==> src/core/tssp_defines.vh <==
// Register offsets, field positions, reset values and codes of the timer sync/stop/PWM logic.
`ifndef TSSP_DEFINES_VH
`define TSSP_DEFINES_VH

// ----------------------------------------------------------------
// Register byte offsets
// ----------------------------------------------------------------
`define TSSP_OFF_IRQ_CTRL_A      8'h00
`define TSSP_OFF_IRQ_CTRL_B      8'h04
`define TSSP_OFF_T_ONE_CTRL      8'h08
`define TSSP_OFF_T_THREE_CTRL    8'h0c
`define TSSP_OFF_T_FOUR_CTRL     8'h10
`define TSSP_OFF_PERIOD_MEAS     8'h14
`define TSSP_OFF_PIN_CTRL        8'h18
`define TSSP_OFF_LOW_RELOAD      8'h1c
`define TSSP_OFF_HIGH_RELOAD     8'h20
`define TSSP_OFF_REQ_FLAGS       8'h24
`define TSSP_OFF_STATUS          8'h28

// ----------------------------------------------------------------
// Field positions
// ----------------------------------------------------------------
`define TSSP_IRQ_SYNC_SEL        0
`define TSSP_IRQ_BOTH_EDGES      1
`define TSSP_IRQ_RISING          2
`define TSSP_TMR_PIN_SRC         0
`define TSSP_T_ONE_OUT_T2        1
`define TSSP_TMR_RUN             2
`define TSSP_TMR_AUTO_STOP       3
`define TSSP_T4_SRC_SEL          0
`define TSSP_T4_RUN              1
`define TSSP_T4_HIGH_EXT         2
`define TSSP_T4_PWM_OUT_EN       3
`define TSSP_MEAS_ACTIVE         2
`define TSSP_PIN_A_OUTPUT        0
`define TSSP_PIN_PWM_AUTO        1
`define TSSP_PIN_A_FALL          2
`define TSSP_PIN_B_FALL          3

// ----------------------------------------------------------------
// Reset values and bus answers
// ----------------------------------------------------------------
`define TSSP_RST_CTRL            4'h0
`define TSSP_RST_RELOAD          8'hff
`define TSSP_RST_FLAGS           4'h0
`define TSSP_RESP_OKAY           2'h0
`define TSSP_RESP_SLVERR         2'h2

`endif

==> src/core/tssp_timer_ctrl.v <==
// Timer start synchronisation, auto-stop, counter pins, timer 4 PWM and request flags.
//
// Notes on behaviour
// - Irq control A bit 0 syncs timer 1.
// - Irq control B bit 0 syncs timer 3.
// - Synchroniser sets on the interrupt-valid pin waveform.
// - Synchroniser holds until deselect, reset, or auto-stop.
// - Timer 1 control bit 3 enables auto-stop.
// - Timer 3 control bit 3 enables auto-stop.
// - Pin A: timer 1 input or underflow/2 output.
// - Pin B: timer 3 input or PWM output.
// - Pin control bits 2/3 pick counted edge.
// - PWM reloads alternately low then high intervals.
// - Extension adds half source period to high.
// - Timer 3 underflow toggles PWM validity; stop cancels.
// - Disabling auto-control keeps current validity state.
// - Stop during high interval waits for underflow.
// - Underflow sets flag; taken or skip clears.
// - During measurement timer 1 flag marks completion.
// - Timers 1 and 3 count from first rising edge.
// - Timer 4 counts from rise after first fall.
// - Timer 4 starts after load, source, run bit.
`timescale 1ns/1ps
`include "tssp_defines.vh"

module tssp_timer_ctrl (
	// Clock and reset
	input  wire        clk,
	input  wire        rst_n,
	// AXI4-Lite write channels
	input  wire [7:0]  awaddr,
	input  wire        awvalid,
	output reg         awready,
	input  wire [31:0] wdata,
	input  wire [3:0]  wstrb,
	input  wire        wvalid,
	output reg         wready,
	output reg  [1:0]  bresp,
	output reg         bvalid,
	input  wire        bready,
	// AXI4-Lite read channels
	input  wire [7:0]  araddr,
	input  wire        arvalid,
	output reg         arready,
	output reg  [31:0] rdata,
	output reg  [1:0]  rresp,
	output reg         rvalid,
	input  wire        rready,
	// External interrupt pins
	input  wire        extIrqPinA,
	input  wire        extIrqPinB,
	// Counter pin A
	input  wire        counterPinAIn,
	output reg         counterPinAOut,
	output reg         counterPinAOe,
	// Counter pin B
	input  wire        counterPinBIn,
	output reg         counterPinBOut,
	output reg         counterPinBOe,
	// Timer cores
	input  wire        tOneSrc,
	input  wire        tThreeSrc,
	input  wire        tOneUnderflow,
	input  wire        tTwoUnderflow,
	input  wire        tThreeUnderflow,
	input  wire        measDone,
	input  wire        tFourSrcA,
	input  wire        tFourSrcB,
	output reg         tOneCountPulse,
	output reg         tThreeCountPulse,
	output reg         tFourUnderflow,
	// Request flags
	input  wire [3:0]  flagAck,
	output reg  [3:0]  reqFlags
);

	// ----------------------------------------------------------------
	// Helpers
	// ----------------------------------------------------------------
	function edgeHit;
		input cur;
		input prev;
		input fallSel;
		begin
			edgeHit = fallSel ? (prev & ~cur) : (cur & ~prev);
		end
	endfunction

	function irqValid;
		input       cur;
		input       prev;
		input [3:0] ctrl;
		begin
			if (ctrl[`TSSP_IRQ_BOTH_EDGES]) begin
				irqValid = cur ^ prev;
			end else begin
				irqValid = edgeHit(cur, prev, ~ctrl[`TSSP_IRQ_RISING]);
			end
		end
	endfunction

	// ----------------------------------------------------------------
	// Pin synchronisers
	// ----------------------------------------------------------------
	reg [3:0] pinMeta_ff;
	reg [3:0] pinSync_ff;
	reg [3:0] pinPrev_ff;

	always @(posedge clk or negedge rst_n) begin
		if (!rst_n) begin
			pinMeta_ff <= 4'h0;
			pinSync_ff <= 4'h0;
			pinPrev_ff <= 4'h0;
		end else begin
			pinMeta_ff <= {counterPinBIn, counterPinAIn, extIrqPinB, extIrqPinA};
			pinSync_ff <= pinMeta_ff;
			pinPrev_ff <= pinSync_ff;
		end
	end

	// ----------------------------------------------------------------
	// Registers
	// ----------------------------------------------------------------
	reg [3:0] irqCtrlA_ff;
	reg [3:0] irqCtrlB_ff;
	reg [3:0] tOneCtrl_ff;
	reg [3:0] tThreeCtrl_ff;
	reg [3:0] tFourCtrl_ff;
	reg [3:0] periodMeasCtrl_ff;
	reg [3:0] pinCtrl_ff;
	reg [7:0] lowReload_ff;
	reg [7:0] highReload_ff;
	reg       syncA_ff;
	reg       syncB_ff;
	reg       pwmValid_ff;
	reg       pwmHigh_ff;
	reg       tFourActive_ff;
	reg       tFourArmed_ff;
	reg       extPend_ff;
	reg [7:0] tFourCnt_ff;
	reg       tFourSrcPrev_ff;
	reg       tFourPhase_ff;
	reg       pinADiv_ff;

	reg [7:0] awAddr_ff;
	reg       awHeld_ff;
	reg [7:0] wData_ff;
	reg       wLane_ff;
	reg       wHeld_ff;

	wire doWrite = awHeld_ff & wHeld_ff & ~bvalid;
	wire wrEn    = doWrite & wLane_ff;
	wire wrIrqA  = wrEn & (awAddr_ff == `TSSP_OFF_IRQ_CTRL_A);
	wire wrIrqB  = wrEn & (awAddr_ff == `TSSP_OFF_IRQ_CTRL_B);
	wire wrT1    = wrEn & (awAddr_ff == `TSSP_OFF_T_ONE_CTRL);
	wire wrT3    = wrEn & (awAddr_ff == `TSSP_OFF_T_THREE_CTRL);
	wire wrT4    = wrEn & (awAddr_ff == `TSSP_OFF_T_FOUR_CTRL);
	wire wrMeas  = wrEn & (awAddr_ff == `TSSP_OFF_PERIOD_MEAS);
	wire wrPin   = wrEn & (awAddr_ff == `TSSP_OFF_PIN_CTRL);
	wire wrLow   = wrEn & (awAddr_ff == `TSSP_OFF_LOW_RELOAD);
	wire wrHigh  = wrEn & (awAddr_ff == `TSSP_OFF_HIGH_RELOAD);
	wire wrFlags = wrEn & (awAddr_ff == `TSSP_OFF_REQ_FLAGS);

	function mapped;
		input [7:0] addr;
		begin
			mapped = (addr[1:0] == 2'h0) && (addr <= `TSSP_OFF_STATUS);
		end
	endfunction

	// ----------------------------------------------------------------
	// Start synchronisers and auto-stop
	// ----------------------------------------------------------------
	wire selA      = irqCtrlA_ff[`TSSP_IRQ_SYNC_SEL];
	wire selB      = irqCtrlB_ff[`TSSP_IRQ_SYNC_SEL];
	wire autoStopA = selA & tOneCtrl_ff[`TSSP_TMR_AUTO_STOP] & tOneUnderflow;
	wire autoStopB = selB & tThreeCtrl_ff[`TSSP_TMR_AUTO_STOP] & tThreeUnderflow;
	wire setA      = selA & irqValid(pinSync_ff[0], pinPrev_ff[0], irqCtrlA_ff);
	wire setB      = selB & irqValid(pinSync_ff[1], pinPrev_ff[1], irqCtrlB_ff);

	always @(posedge clk or negedge rst_n) begin
		if (!rst_n) begin
			syncA_ff <= 1'b0;
			syncB_ff <= 1'b0;
		end else begin
			if (!selA) begin
				syncA_ff <= 1'b0;
			end else if (setA) begin
				syncA_ff <= 1'b1;
			end else if (autoStopA) begin
				syncA_ff <= 1'b0;
			end
			if (!selB) begin
				syncB_ff <= 1'b0;
			end else if (setB) begin
				syncB_ff <= 1'b1;
			end else if (autoStopB) begin
				syncB_ff <= 1'b0;
			end
		end
	end

	// ----------------------------------------------------------------
	// Count sources for timers 1 and 3
	// ----------------------------------------------------------------
	// Edges are detected on the ungated source and the gate is applied after, so the first counted edge is
	// the first rising edge after the gate opens, never one already past.
	wire pwmOutEn   = tFourCtrl_ff[`TSSP_T4_PWM_OUT_EN];
	wire pinAInput  = ~pinCtrl_ff[`TSSP_PIN_A_OUTPUT];
	wire tOneGate   = tOneCtrl_ff[`TSSP_TMR_RUN] & (~selA | syncA_ff);
	wire tThreeGate = tThreeCtrl_ff[`TSSP_TMR_RUN] & (~selB | syncB_ff);
	reg  tOneSrcPrev_ff;
	reg  tThreeSrcPrev_ff;
	wire tOnePinHit = pinAInput & edgeHit(pinSync_ff[2], pinPrev_ff[2],
		pinCtrl_ff[`TSSP_PIN_A_FALL]);
	wire tThreePinHit = ~pwmOutEn & edgeHit(pinSync_ff[3], pinPrev_ff[3],
		pinCtrl_ff[`TSSP_PIN_B_FALL]);
	wire tOneHit = tOneCtrl_ff[`TSSP_TMR_PIN_SRC] ? tOnePinHit :
		(tOneSrc & ~tOneSrcPrev_ff);
	wire tThreeHit = tThreeCtrl_ff[`TSSP_TMR_PIN_SRC] ? tThreePinHit :
		(tThreeSrc & ~tThreeSrcPrev_ff);

	always @(posedge clk or negedge rst_n) begin
		if (!rst_n) begin
			tOneSrcPrev_ff   <= 1'b1;
			tThreeSrcPrev_ff <= 1'b1;
			tOneCountPulse   <= 1'b0;
			tThreeCountPulse <= 1'b0;
		end else begin
			tOneSrcPrev_ff   <= tOneSrc;
			tThreeSrcPrev_ff <= tThreeSrc;
			tOneCountPulse   <= tOneGate & tOneHit;
			tThreeCountPulse <= tThreeGate & tThreeHit;
		end
	end

	// ----------------------------------------------------------------
	// Timer 4 and PWM
	// ----------------------------------------------------------------
	wire tFourRunBit = tFourCtrl_ff[`TSSP_T4_RUN];
	wire tFourSrc    = tFourCtrl_ff[`TSSP_T4_SRC_SEL] ? tFourSrcB : tFourSrcA;
	wire tFourRise   = tFourSrc & ~tFourSrcPrev_ff;
	wire tFourFall   = ~tFourSrc & tFourSrcPrev_ff;
	wire highExt     = tFourCtrl_ff[`TSSP_T4_HIGH_EXT] & pwmOutEn;
	// After an extended high interval the count moves to the other source edge,
	// so the half period is added once and the low interval keeps its length.
	wire tFourTick   = tFourPhase_ff ? tFourFall : tFourRise;
	wire tFourHalf   = tFourPhase_ff ? tFourRise : tFourFall;
	wire zeroHit     = tFourActive_ff & tFourArmed_ff & ~extPend_ff & tFourTick &
		(tFourCnt_ff == 8'h00);
	wire tFourUf     = (zeroHit & ~(pwmHigh_ff & highExt)) |
		(tFourActive_ff & extPend_ff & tFourHalf);

	always @(posedge clk or negedge rst_n) begin
		if (!rst_n) begin
			tFourActive_ff  <= 1'b0;
			tFourArmed_ff   <= 1'b0;
			extPend_ff      <= 1'b0;
			pwmHigh_ff      <= 1'b0;
			tFourCnt_ff     <= `TSSP_RST_RELOAD;
			tFourSrcPrev_ff <= 1'b0;
			tFourPhase_ff   <= 1'b0;
			tFourUnderflow  <= 1'b0;
		end else begin
			tFourSrcPrev_ff <= tFourSrc;
			tFourUnderflow  <= tFourUf;
			if (!tFourActive_ff) begin
				extPend_ff    <= 1'b0;
				tFourArmed_ff <= 1'b0;
				pwmHigh_ff    <= 1'b0;
				tFourPhase_ff <= 1'b0;
				if (wrLow) begin
					tFourCnt_ff <= wData_ff;
				end
				if (tFourRunBit) begin
					tFourActive_ff <= 1'b1;
				end
			end else if (!tFourRunBit && !(pwmOutEn && pwmHigh_ff) && !tFourUf) begin
				tFourActive_ff <= 1'b0;
			end else begin
				if (!tFourArmed_ff && tFourFall) begin
					tFourArmed_ff <= 1'b1;
				end
				if (tFourUf) begin
					extPend_ff <= 1'b0;
					if (extPend_ff) begin
						tFourPhase_ff <= ~tFourPhase_ff;
					end
					if (!tFourRunBit) begin
						tFourActive_ff <= 1'b0;
					end
					if (pwmOutEn) begin
						pwmHigh_ff  <= ~pwmHigh_ff;
						tFourCnt_ff <= pwmHigh_ff ? lowReload_ff : highReload_ff;
					end else begin
						pwmHigh_ff  <= 1'b0;
						tFourCnt_ff <= lowReload_ff;
					end
				end else if (zeroHit) begin
					extPend_ff <= 1'b1;
				end else if (tFourArmed_ff && tFourTick && !extPend_ff) begin
					tFourCnt_ff <= tFourCnt_ff - 8'h01;
				end
			end
		end
	end

	// ----------------------------------------------------------------
	// PWM validity and pins
	// ----------------------------------------------------------------
	wire pwmAuto = pinCtrl_ff[`TSSP_PIN_PWM_AUTO] & tThreeCtrl_ff[`TSSP_TMR_RUN];
	wire divSrc  = tOneCtrl_ff[`TSSP_T_ONE_OUT_T2] ? tTwoUnderflow : tOneUnderflow;

	always @(posedge clk or negedge rst_n) begin
		if (!rst_n) begin
			pwmValid_ff    <= 1'b1;
			pinADiv_ff     <= 1'b0;
			counterPinAOut <= 1'b0;
			counterPinAOe  <= 1'b0;
			counterPinBOut <= 1'b0;
			counterPinBOe  <= 1'b0;
		end else begin
			if (pwmAuto && tThreeUnderflow) begin
				pwmValid_ff <= ~pwmValid_ff;
			end
			if (divSrc) begin
				pinADiv_ff <= ~pinADiv_ff;
			end
			counterPinAOut <= pinADiv_ff;
			counterPinAOe  <= ~pinAInput;
			counterPinBOut <= pwmHigh_ff & tFourActive_ff & pwmValid_ff;
			counterPinBOe  <= pwmOutEn;
		end
	end

	// ----------------------------------------------------------------
	// Request flags
	// ----------------------------------------------------------------
	// A set in the same cycle as a clear wins, so no underflow is lost.
	wire       measActive = periodMeasCtrl_ff[`TSSP_MEAS_ACTIVE];
	wire       tOneEvent  = measActive ? measDone : tOneUnderflow;
	wire [3:0] flagSet    = {tFourUf, tThreeUnderflow, tTwoUnderflow, tOneEvent};
	wire [3:0] flagClr    = flagAck | (wrFlags ? wData_ff[3:0] : 4'h0);

	always @(posedge clk or negedge rst_n) begin
		if (!rst_n) begin
			reqFlags <= `TSSP_RST_FLAGS;
		end else begin
			reqFlags <= (reqFlags & ~flagClr) | flagSet;
		end
	end

	// ----------------------------------------------------------------
	// Control register writes
	// ----------------------------------------------------------------
	always @(posedge clk or negedge rst_n) begin
		if (!rst_n) begin
			irqCtrlA_ff       <= `TSSP_RST_CTRL;
			irqCtrlB_ff       <= `TSSP_RST_CTRL;
			tOneCtrl_ff       <= `TSSP_RST_CTRL;
			tThreeCtrl_ff     <= `TSSP_RST_CTRL;
			tFourCtrl_ff      <= `TSSP_RST_CTRL;
			periodMeasCtrl_ff <= `TSSP_RST_CTRL;
			pinCtrl_ff        <= `TSSP_RST_CTRL;
			lowReload_ff      <= `TSSP_RST_RELOAD;
			highReload_ff     <= `TSSP_RST_RELOAD;
		end else begin
			if (wrIrqA) begin
				irqCtrlA_ff <= wData_ff[3:0];
			end
			if (wrIrqB) begin
				irqCtrlB_ff <= wData_ff[3:0];
			end
			if (wrT1) begin
				tOneCtrl_ff <= wData_ff[3:0];
			end else if (autoStopA) begin
				tOneCtrl_ff[`TSSP_TMR_AUTO_STOP] <= 1'b0;
			end
			if (wrT3) begin
				tThreeCtrl_ff <= wData_ff[3:0];
			end else if (autoStopB) begin
				tThreeCtrl_ff[`TSSP_TMR_AUTO_STOP] <= 1'b0;
			end
			if (wrT4) begin
				tFourCtrl_ff <= wData_ff[3:0];
			end
			if (wrMeas) begin
				periodMeasCtrl_ff <= wData_ff[3:0];
			end
			if (wrPin) begin
				pinCtrl_ff <= wData_ff[3:0];
			end
			if (wrLow) begin
				lowReload_ff <= wData_ff;
			end
			if (wrHigh) begin
				highReload_ff <= wData_ff;
			end
		end
	end

	// ----------------------------------------------------------------
	// AXI4-Lite slave
	// ----------------------------------------------------------------
	reg [31:0] readMux;

	always @* begin
		readMux = 32'h00000000;
		case (araddr)
			`TSSP_OFF_IRQ_CTRL_A:   readMux[3:0] = irqCtrlA_ff;
			`TSSP_OFF_IRQ_CTRL_B:   readMux[3:0] = irqCtrlB_ff;
			`TSSP_OFF_T_ONE_CTRL:   readMux[3:0] = tOneCtrl_ff;
			`TSSP_OFF_T_THREE_CTRL: readMux[3:0] = tThreeCtrl_ff;
			`TSSP_OFF_T_FOUR_CTRL:  readMux[3:0] = tFourCtrl_ff;
			`TSSP_OFF_PERIOD_MEAS:  readMux[3:0] = periodMeasCtrl_ff;
			`TSSP_OFF_PIN_CTRL:     readMux[3:0] = pinCtrl_ff;
			`TSSP_OFF_LOW_RELOAD:   readMux[7:0] = lowReload_ff;
			`TSSP_OFF_HIGH_RELOAD:  readMux[7:0] = highReload_ff;
			`TSSP_OFF_REQ_FLAGS:    readMux[3:0] = reqFlags;
			`TSSP_OFF_STATUS:       readMux[15:0] = {tFourCnt_ff, 2'h0, extPend_ff,
				tFourActive_ff, pwmHigh_ff, pwmValid_ff, syncB_ff, syncA_ff};
			default:                readMux = 32'h00000000;
		endcase
	end

	always @(posedge clk or negedge rst_n) begin
		if (!rst_n) begin
			awready   <= 1'b1;
			wready    <= 1'b1;
			awHeld_ff <= 1'b0;
			wHeld_ff  <= 1'b0;
			awAddr_ff <= 8'h00;
			wData_ff  <= 8'h00;
			wLane_ff  <= 1'b0;
			bvalid    <= 1'b0;
			bresp     <= `TSSP_RESP_OKAY;
			arready   <= 1'b1;
			rvalid    <= 1'b0;
			rdata     <= 32'h00000000;
			rresp     <= `TSSP_RESP_OKAY;
		end else begin
			if (awvalid && awready) begin
				awAddr_ff <= awaddr;
				awHeld_ff <= 1'b1;
				awready   <= 1'b0;
			end
			if (wvalid && wready) begin
				wData_ff <= wdata[7:0];
				wLane_ff <= wstrb[0];
				wHeld_ff <= 1'b1;
				wready   <= 1'b0;
			end
			if (doWrite) begin
				awHeld_ff <= 1'b0;
				wHeld_ff  <= 1'b0;
				awready   <= 1'b1;
				wready    <= 1'b1;
				bvalid    <= 1'b1;
				bresp     <= mapped(awAddr_ff) ? `TSSP_RESP_OKAY : `TSSP_RESP_SLVERR;
			end else if (bvalid && bready) begin
				bvalid <= 1'b0;
			end
			if (arvalid && arready) begin
				arready <= 1'b0;
				rvalid  <= 1'b1;
				rdata   <= readMux;
				rresp   <= mapped(araddr) ? `TSSP_RESP_OKAY : `TSSP_RESP_SLVERR;
			end else if (rvalid && rready) begin
				rvalid  <= 1'b0;
				arready <= 1'b1;
			end
		end
	end

endmodule // tssp_timer_ctrl

==> config.mk <==
export PLATFORM = sky130hd
export DESIGN_NAME = tssp_timer_ctrl
export DESIGN_NICKNAME = d
export VERILOG_FILES = /design/src/core/tssp_timer_ctrl.v
export VERILOG_INCLUDE_DIRS = /design/src /design/src/core
export SDC_FILE = /design/constraint.sdc
export NUM_CORES = 1
export LEC_CHECK = 0
export BUFFER_PORTS_ARGS = -buffer_cell sky130_fd_sc_hd__buf_2
export CAP_MARGIN = 5
export CORE_ASPECT_RATIO = 1.2
export CORE_UTILIZATION = 50
export CTS_CLUSTER_DIAMETER = 30
export DETAILED_ROUTE_END_ITERATION = 7
export MAX_ROUTING_LAYER = met4
export PLACE_DENSITY = 0.74
export SLEW_MARGIN = 20
export SYNTH_ARGS = -nofsm -noshare
export SYNTH_HDL_FRONTEND = slang
export SYNTH_SLANG_ARGS = --single-unit
==> constraint.sdc <==
create_clock -name clk -period 2.63 [get_ports clk]
set_input_delay 0.1315 -clock clk [delete_from_list [all_inputs] [get_ports clk]]
set_output_delay 0.1315 -clock clk [all_outputs]
set_load 0.05 [all_outputs]
==> Flow_metrics.wiki <==
{| class="wikitable"
! Metric !! Value
|-
| Maximum Capacitance Violations || 0
|-
| Crit path cell chain || mux2i_2 > inv_2 > mux2i_1 > nor4_2 > nor2_4 > inv_2 > o31a_1 > mux2i_1
|-
| Insertion delay to the later sink of the worst-skew pair || 0.42 ns
|-
| Overall fraction of global-route tracks in use || 25.67%
|-
| Buffer type at the clock tree root || sky130_fd_sc_hd__clkbuf_16
|-
| Worst slack at placement || 0.2290 ns
|-
| Core area || 0.01206 mm²
|-
| Vias per inst || 5.553
|-
| Largest net degree at the start of global routing || 78
|-
| Count of distinct cell types in the synthesized netlist || 62
|-
| Buffer count from post-CTS setup fixing || 0
|-
| Clock network power share || 38.7%
|-
| Global-route wire length before repair || 23,420 µm
|-
| Top Family by Delay on Critical Path || multiplexers
|-
| Detailed Route WL || 14,540 µm
|-
| Kind of end point of the critical path || register
|-
| Switching Power || 1742 µW
|-
| Vias in the first global route || 4,711
|-
| Final instance area || 0.007601 mm²
|-
| Number of DRC violations after detailed routing || 0
|-
| Number of buffer cells added on primary ports || 81
|-
| Floorplan die area || 0.01275 mm²
|-
| Final total negative setup slack || 0 ns
|-
| Post-detail-place hpwl || 10,070 µm
|-
| Average routed wire per standard cell || 17.29 µm
|-
| Power share of the sequential group || 45.1%
|-
| Sequential area share after synthesis || 53.10%
|-
| Fraction of layout instances using a drive strength above 1 || 32.65%
|-
| DR WL met3 || 735 µm
|-
| Crit Path Max Fanout || 13
|-
| Post-Syn Area || 0.006150 mm²
|-
| Final critical path time including I/O delays and setup || 2.484 ns
|-
| Static power due to leakage || 0.003590 µW
|-
| Combinational power share || 16.2%
|-
| Area Growth Syn to Fin || 23.60%
|-
| Data required time at the worst endpoint || 2.97 ns
|-
| Worst path bufs/invs || 2
|-
| TritonCTS clock tree || yes
|-
| Yosys synthesis warning count || 0
|-
| Worst min-delay path category || primary input to register
|-
| Worst-case clock skew || 0.008802 ns
|-
| Met2 routed WL || 7399 µm
|-
| Global placement routability congestion || 0.9570
|-
| Max Transition Viols Final || 0
|-
| Number of enable flip-flop cells after synthesis || 0
|-
| Highest layer used for signal routing || met4
|-
| Achievable Freq || 0.4027 GHz
|-
| Final setup vio count || 0
|-
| Internal power summed over all cells || 4196 µW
|-
| Number of synthesized register bits || 129
|-
| Worst ir drop on vdd || 0.0005122 V
|-
| Slowest cell on the critical path || sky130_fd_sc_hd__nor4_2
|-
| H-Tree Depth || 4
|-
| Detailed-routing iteration count for the pre-antenna-repair pass || 5
|-
| Synth async-reset ratio || 100.0%
|-
| Starting density of the core || 51.01%
|-
| Number of standard cells after synthesis || 546
|-
| Average cell area after synthesis || 11.26 µm²
|-
| Antenna Violating Nets Remaining || 0
|-
| Pin slew with the least headroom to its limit || 0.6382 ns
|-
| Setup WS post-layout || 0.1465 ns
|-
| Number of CTS-inserted buffers || 17
|-
| Biggest cell delay along the critical path || 0.45 ns
|-
| Final critical-path share of the clock period || 94.43%
|-
| Layout Nets || 748
|-
| Most used DFF post-synth || sky130_fd_sc_hd__dfrtp_1
|-
| Layout filler cell count || 956
|-
| Switching Fraction || 29.33%
|-
| Die Y-Extent || 123.5 µm
|-
| Clock Path Buffers || 2
|-
| Outcome || complete, no violations
|-
| Horizontal die dimension || 103.2 µm
|-
| Path type of the worst setup path || register to register
|-
| Area post-placement || 0.006673 mm²
|-
| Unrepaired setup endpoints after global routing || false
|-
| Detailed router's first-iteration violation count || 282
|-
| Via count of the routed design || 4,670
|-
| Met1 wire length || 6116 µm
|-
| Clock sinks || 129
|-
| Critical path launch point type || register
|-
| Number of antenna violations at the first check in global routing || 0
|-
| Ports || 127
|-
| N_diodes || 0
|-
| Worst path arrival time || 2.82 ns
|-
| Count of endpoints failing hold in the final timing report || 0
|-
| Cell Pwr Density || 781.2 mW/mm²
|-
| Cell Rows || 44
|-
| Most common cell after layout, fill and taps aside || sky130_fd_sc_hd__dfrtp_1
|-
| Most frequent cells in the layout || 99 x sky130_fd_sc_hd__dfrtp_1, 80 x sky130_fd_sc_hd__buf_2, 64 x sky130_fd_sc_hd__mux2_2, 54 x sky130_fd_sc_hd__nand2_1, 35 x sky130_fd_sc_hd__dlygate4sd3_1
|-
| CTS clock-pin slew for the worst setup and hold paths || 0.05 ns
|-
| Remaining global-route overflow || 0
|-
| Rel. slew slack || 57.35%
|}
worst min-delay path: cells and delay by family:
kind	cells	cell delay, ns
buffers and inverters	2	0.13
AO/OA/AOI/OAI	1	0.13
routing by layer:
metal | vias up | GRT usage, %
met3 | 23 | 4.805
met5 | - | -
li1 | 2158 | -
met2 | 188 | 42.71
met4 | 0 | 9.771
met1 | 2301 | 30.95
power groups by stage:
| stage | Clock, µW | Combinational, µW | Sequential [µW] |
|---|---|---|---|
| after global placement | 0 | 883 | 2680 |
| final | 2300 | 959 | 2680 |
| after detailed placement | 0 | 911 | 2700 |
| after floorplan | 0 | 620 | 2670 |
| after CTS | 2330 | 962 | 2670 |
| after global routing | 2420 | 1050 | 2720 |
worst paths after layout:
| kind | from | slack [ns] | endpoint | cells after the start |
|---|---|---|---|---|
| worst max-delay path | tFourCtrl_ff[0] | 0.15 | tFourCnt_ff[1] | 8 |
| worst min-delay path | flagAck[2] | 0.01 | reqFlags[2] | 3 |
| max in group asynchronous | rst_n | 1.72 | tOneSrcPrev_ff | 3 |
| min in group asynchronous | rst_n | 0.14 | tFourCtrl_ff[1] | 2 |
| worst max register to register | tFourCtrl_ff[0] | 0.15 | tFourCnt_ff[1] | 8 |
| worst min register to register | pinMeta_ff[3] | 0.35 | pinSync_ff[3] | 0 |
sequential cells by signal, summed over array words and instances, names as in the netlist, 8 cells and up:
name / flops
wData_ff: 8
highReload_ff: 8
awAddr_ff: 8
lowReload_ff: 8
tFourCnt_ff: 8
rdata: 16
logic make-up (layout without fill, tap and decap cells):
logic type | after synthesis | after routing | share of synthesized area (%)
muxes | 86 | 86 | 15.77
and+or+nand+nor | 158 | 158 | 13.06
AOI/OAI and AO/OA | 97 | 97 | 10.68
other | 1 | 18 | 0.06098
DFF | 129 | 129 | 53.10
xor gates and xnor gates | 8 | 8 | 1.139
adders and majority gates | 6 | 6 | 1.221
buffers and inverters | 61 | 178 | 4.964
what timing repair did:
action / 4_1_cts / 5_1_grt
gates resized for setup: 0 / 0
hold buffers: 35 / 0
endpoints found under the hold margin: 106 / 0
stage by stage:
step	power, µW	std cells	hold WS, ns	utilization (%)
2_1_floorplan	3294	563	-0.1641	-
3_3_place_gp	3561	774	0.02086	55.34
3_5_place_dp	3609	774	0.02391	55.34
4_1_cts	5956	841	0.004093	63.04
5_1_grt	6190	841	0.01395	63.04
6_report	5938	841	0.01080	63.04
final cells by class:
type | count | area (µm²) | share of cell area [%]
Sequential cell | 129 | 3266 | 42.96
Inverter | 22 | 82.58 | 1.086
Clock inverter | 5 | 75.07 | 0.9877
Tap cell | 161 | 201.4 | 2.650
Multi-Input combinational cell | 373 | 2643 | 34.77
Clock buffer | 27 | 503.0 | 6.617
Timing Repair Buffer | 124 | 830.8 | 10.93
cells in the mapped netlist, types with 7 or more instances:
master                      n  share of area (%)
sky130_fd_sc_hd__inv_1     19                1.2
sky130_fd_sc_hd__o21ai_0   22                1.8
sky130_fd_sc_hd__a31oi_1   11                1.1
sky130_fd_sc_hd__nand3_1   11               0.90
sky130_fd_sc_hd__clkbuf_1  18                1.1
sky130_fd_sc_hd__nor2_1    29                1.8
sky130_fd_sc_hd__mux2i_1   19                3.1
sky130_fd_sc_hd__nor2b_1    9               0.92
sky130_fd_sc_hd__and3_1     7               0.71
sky130_fd_sc_hd__nor3_1    17                1.4
sky130_fd_sc_hd__dfrtp_1   99                 40
sky130_fd_sc_hd__a22o_1     9                1.3
sky130_fd_sc_hd__mux2_2    64                 12
sky130_fd_sc_hd__a21oi_1   19                1.5
sky130_fd_sc_hd__buf_4     18                2.2
sky130_fd_sc_hd__dfstp_2   30                 13
sky130_fd_sc_hd__nand2_1   54                3.3
Note: power is estimated with default switching activity, not from simulation.
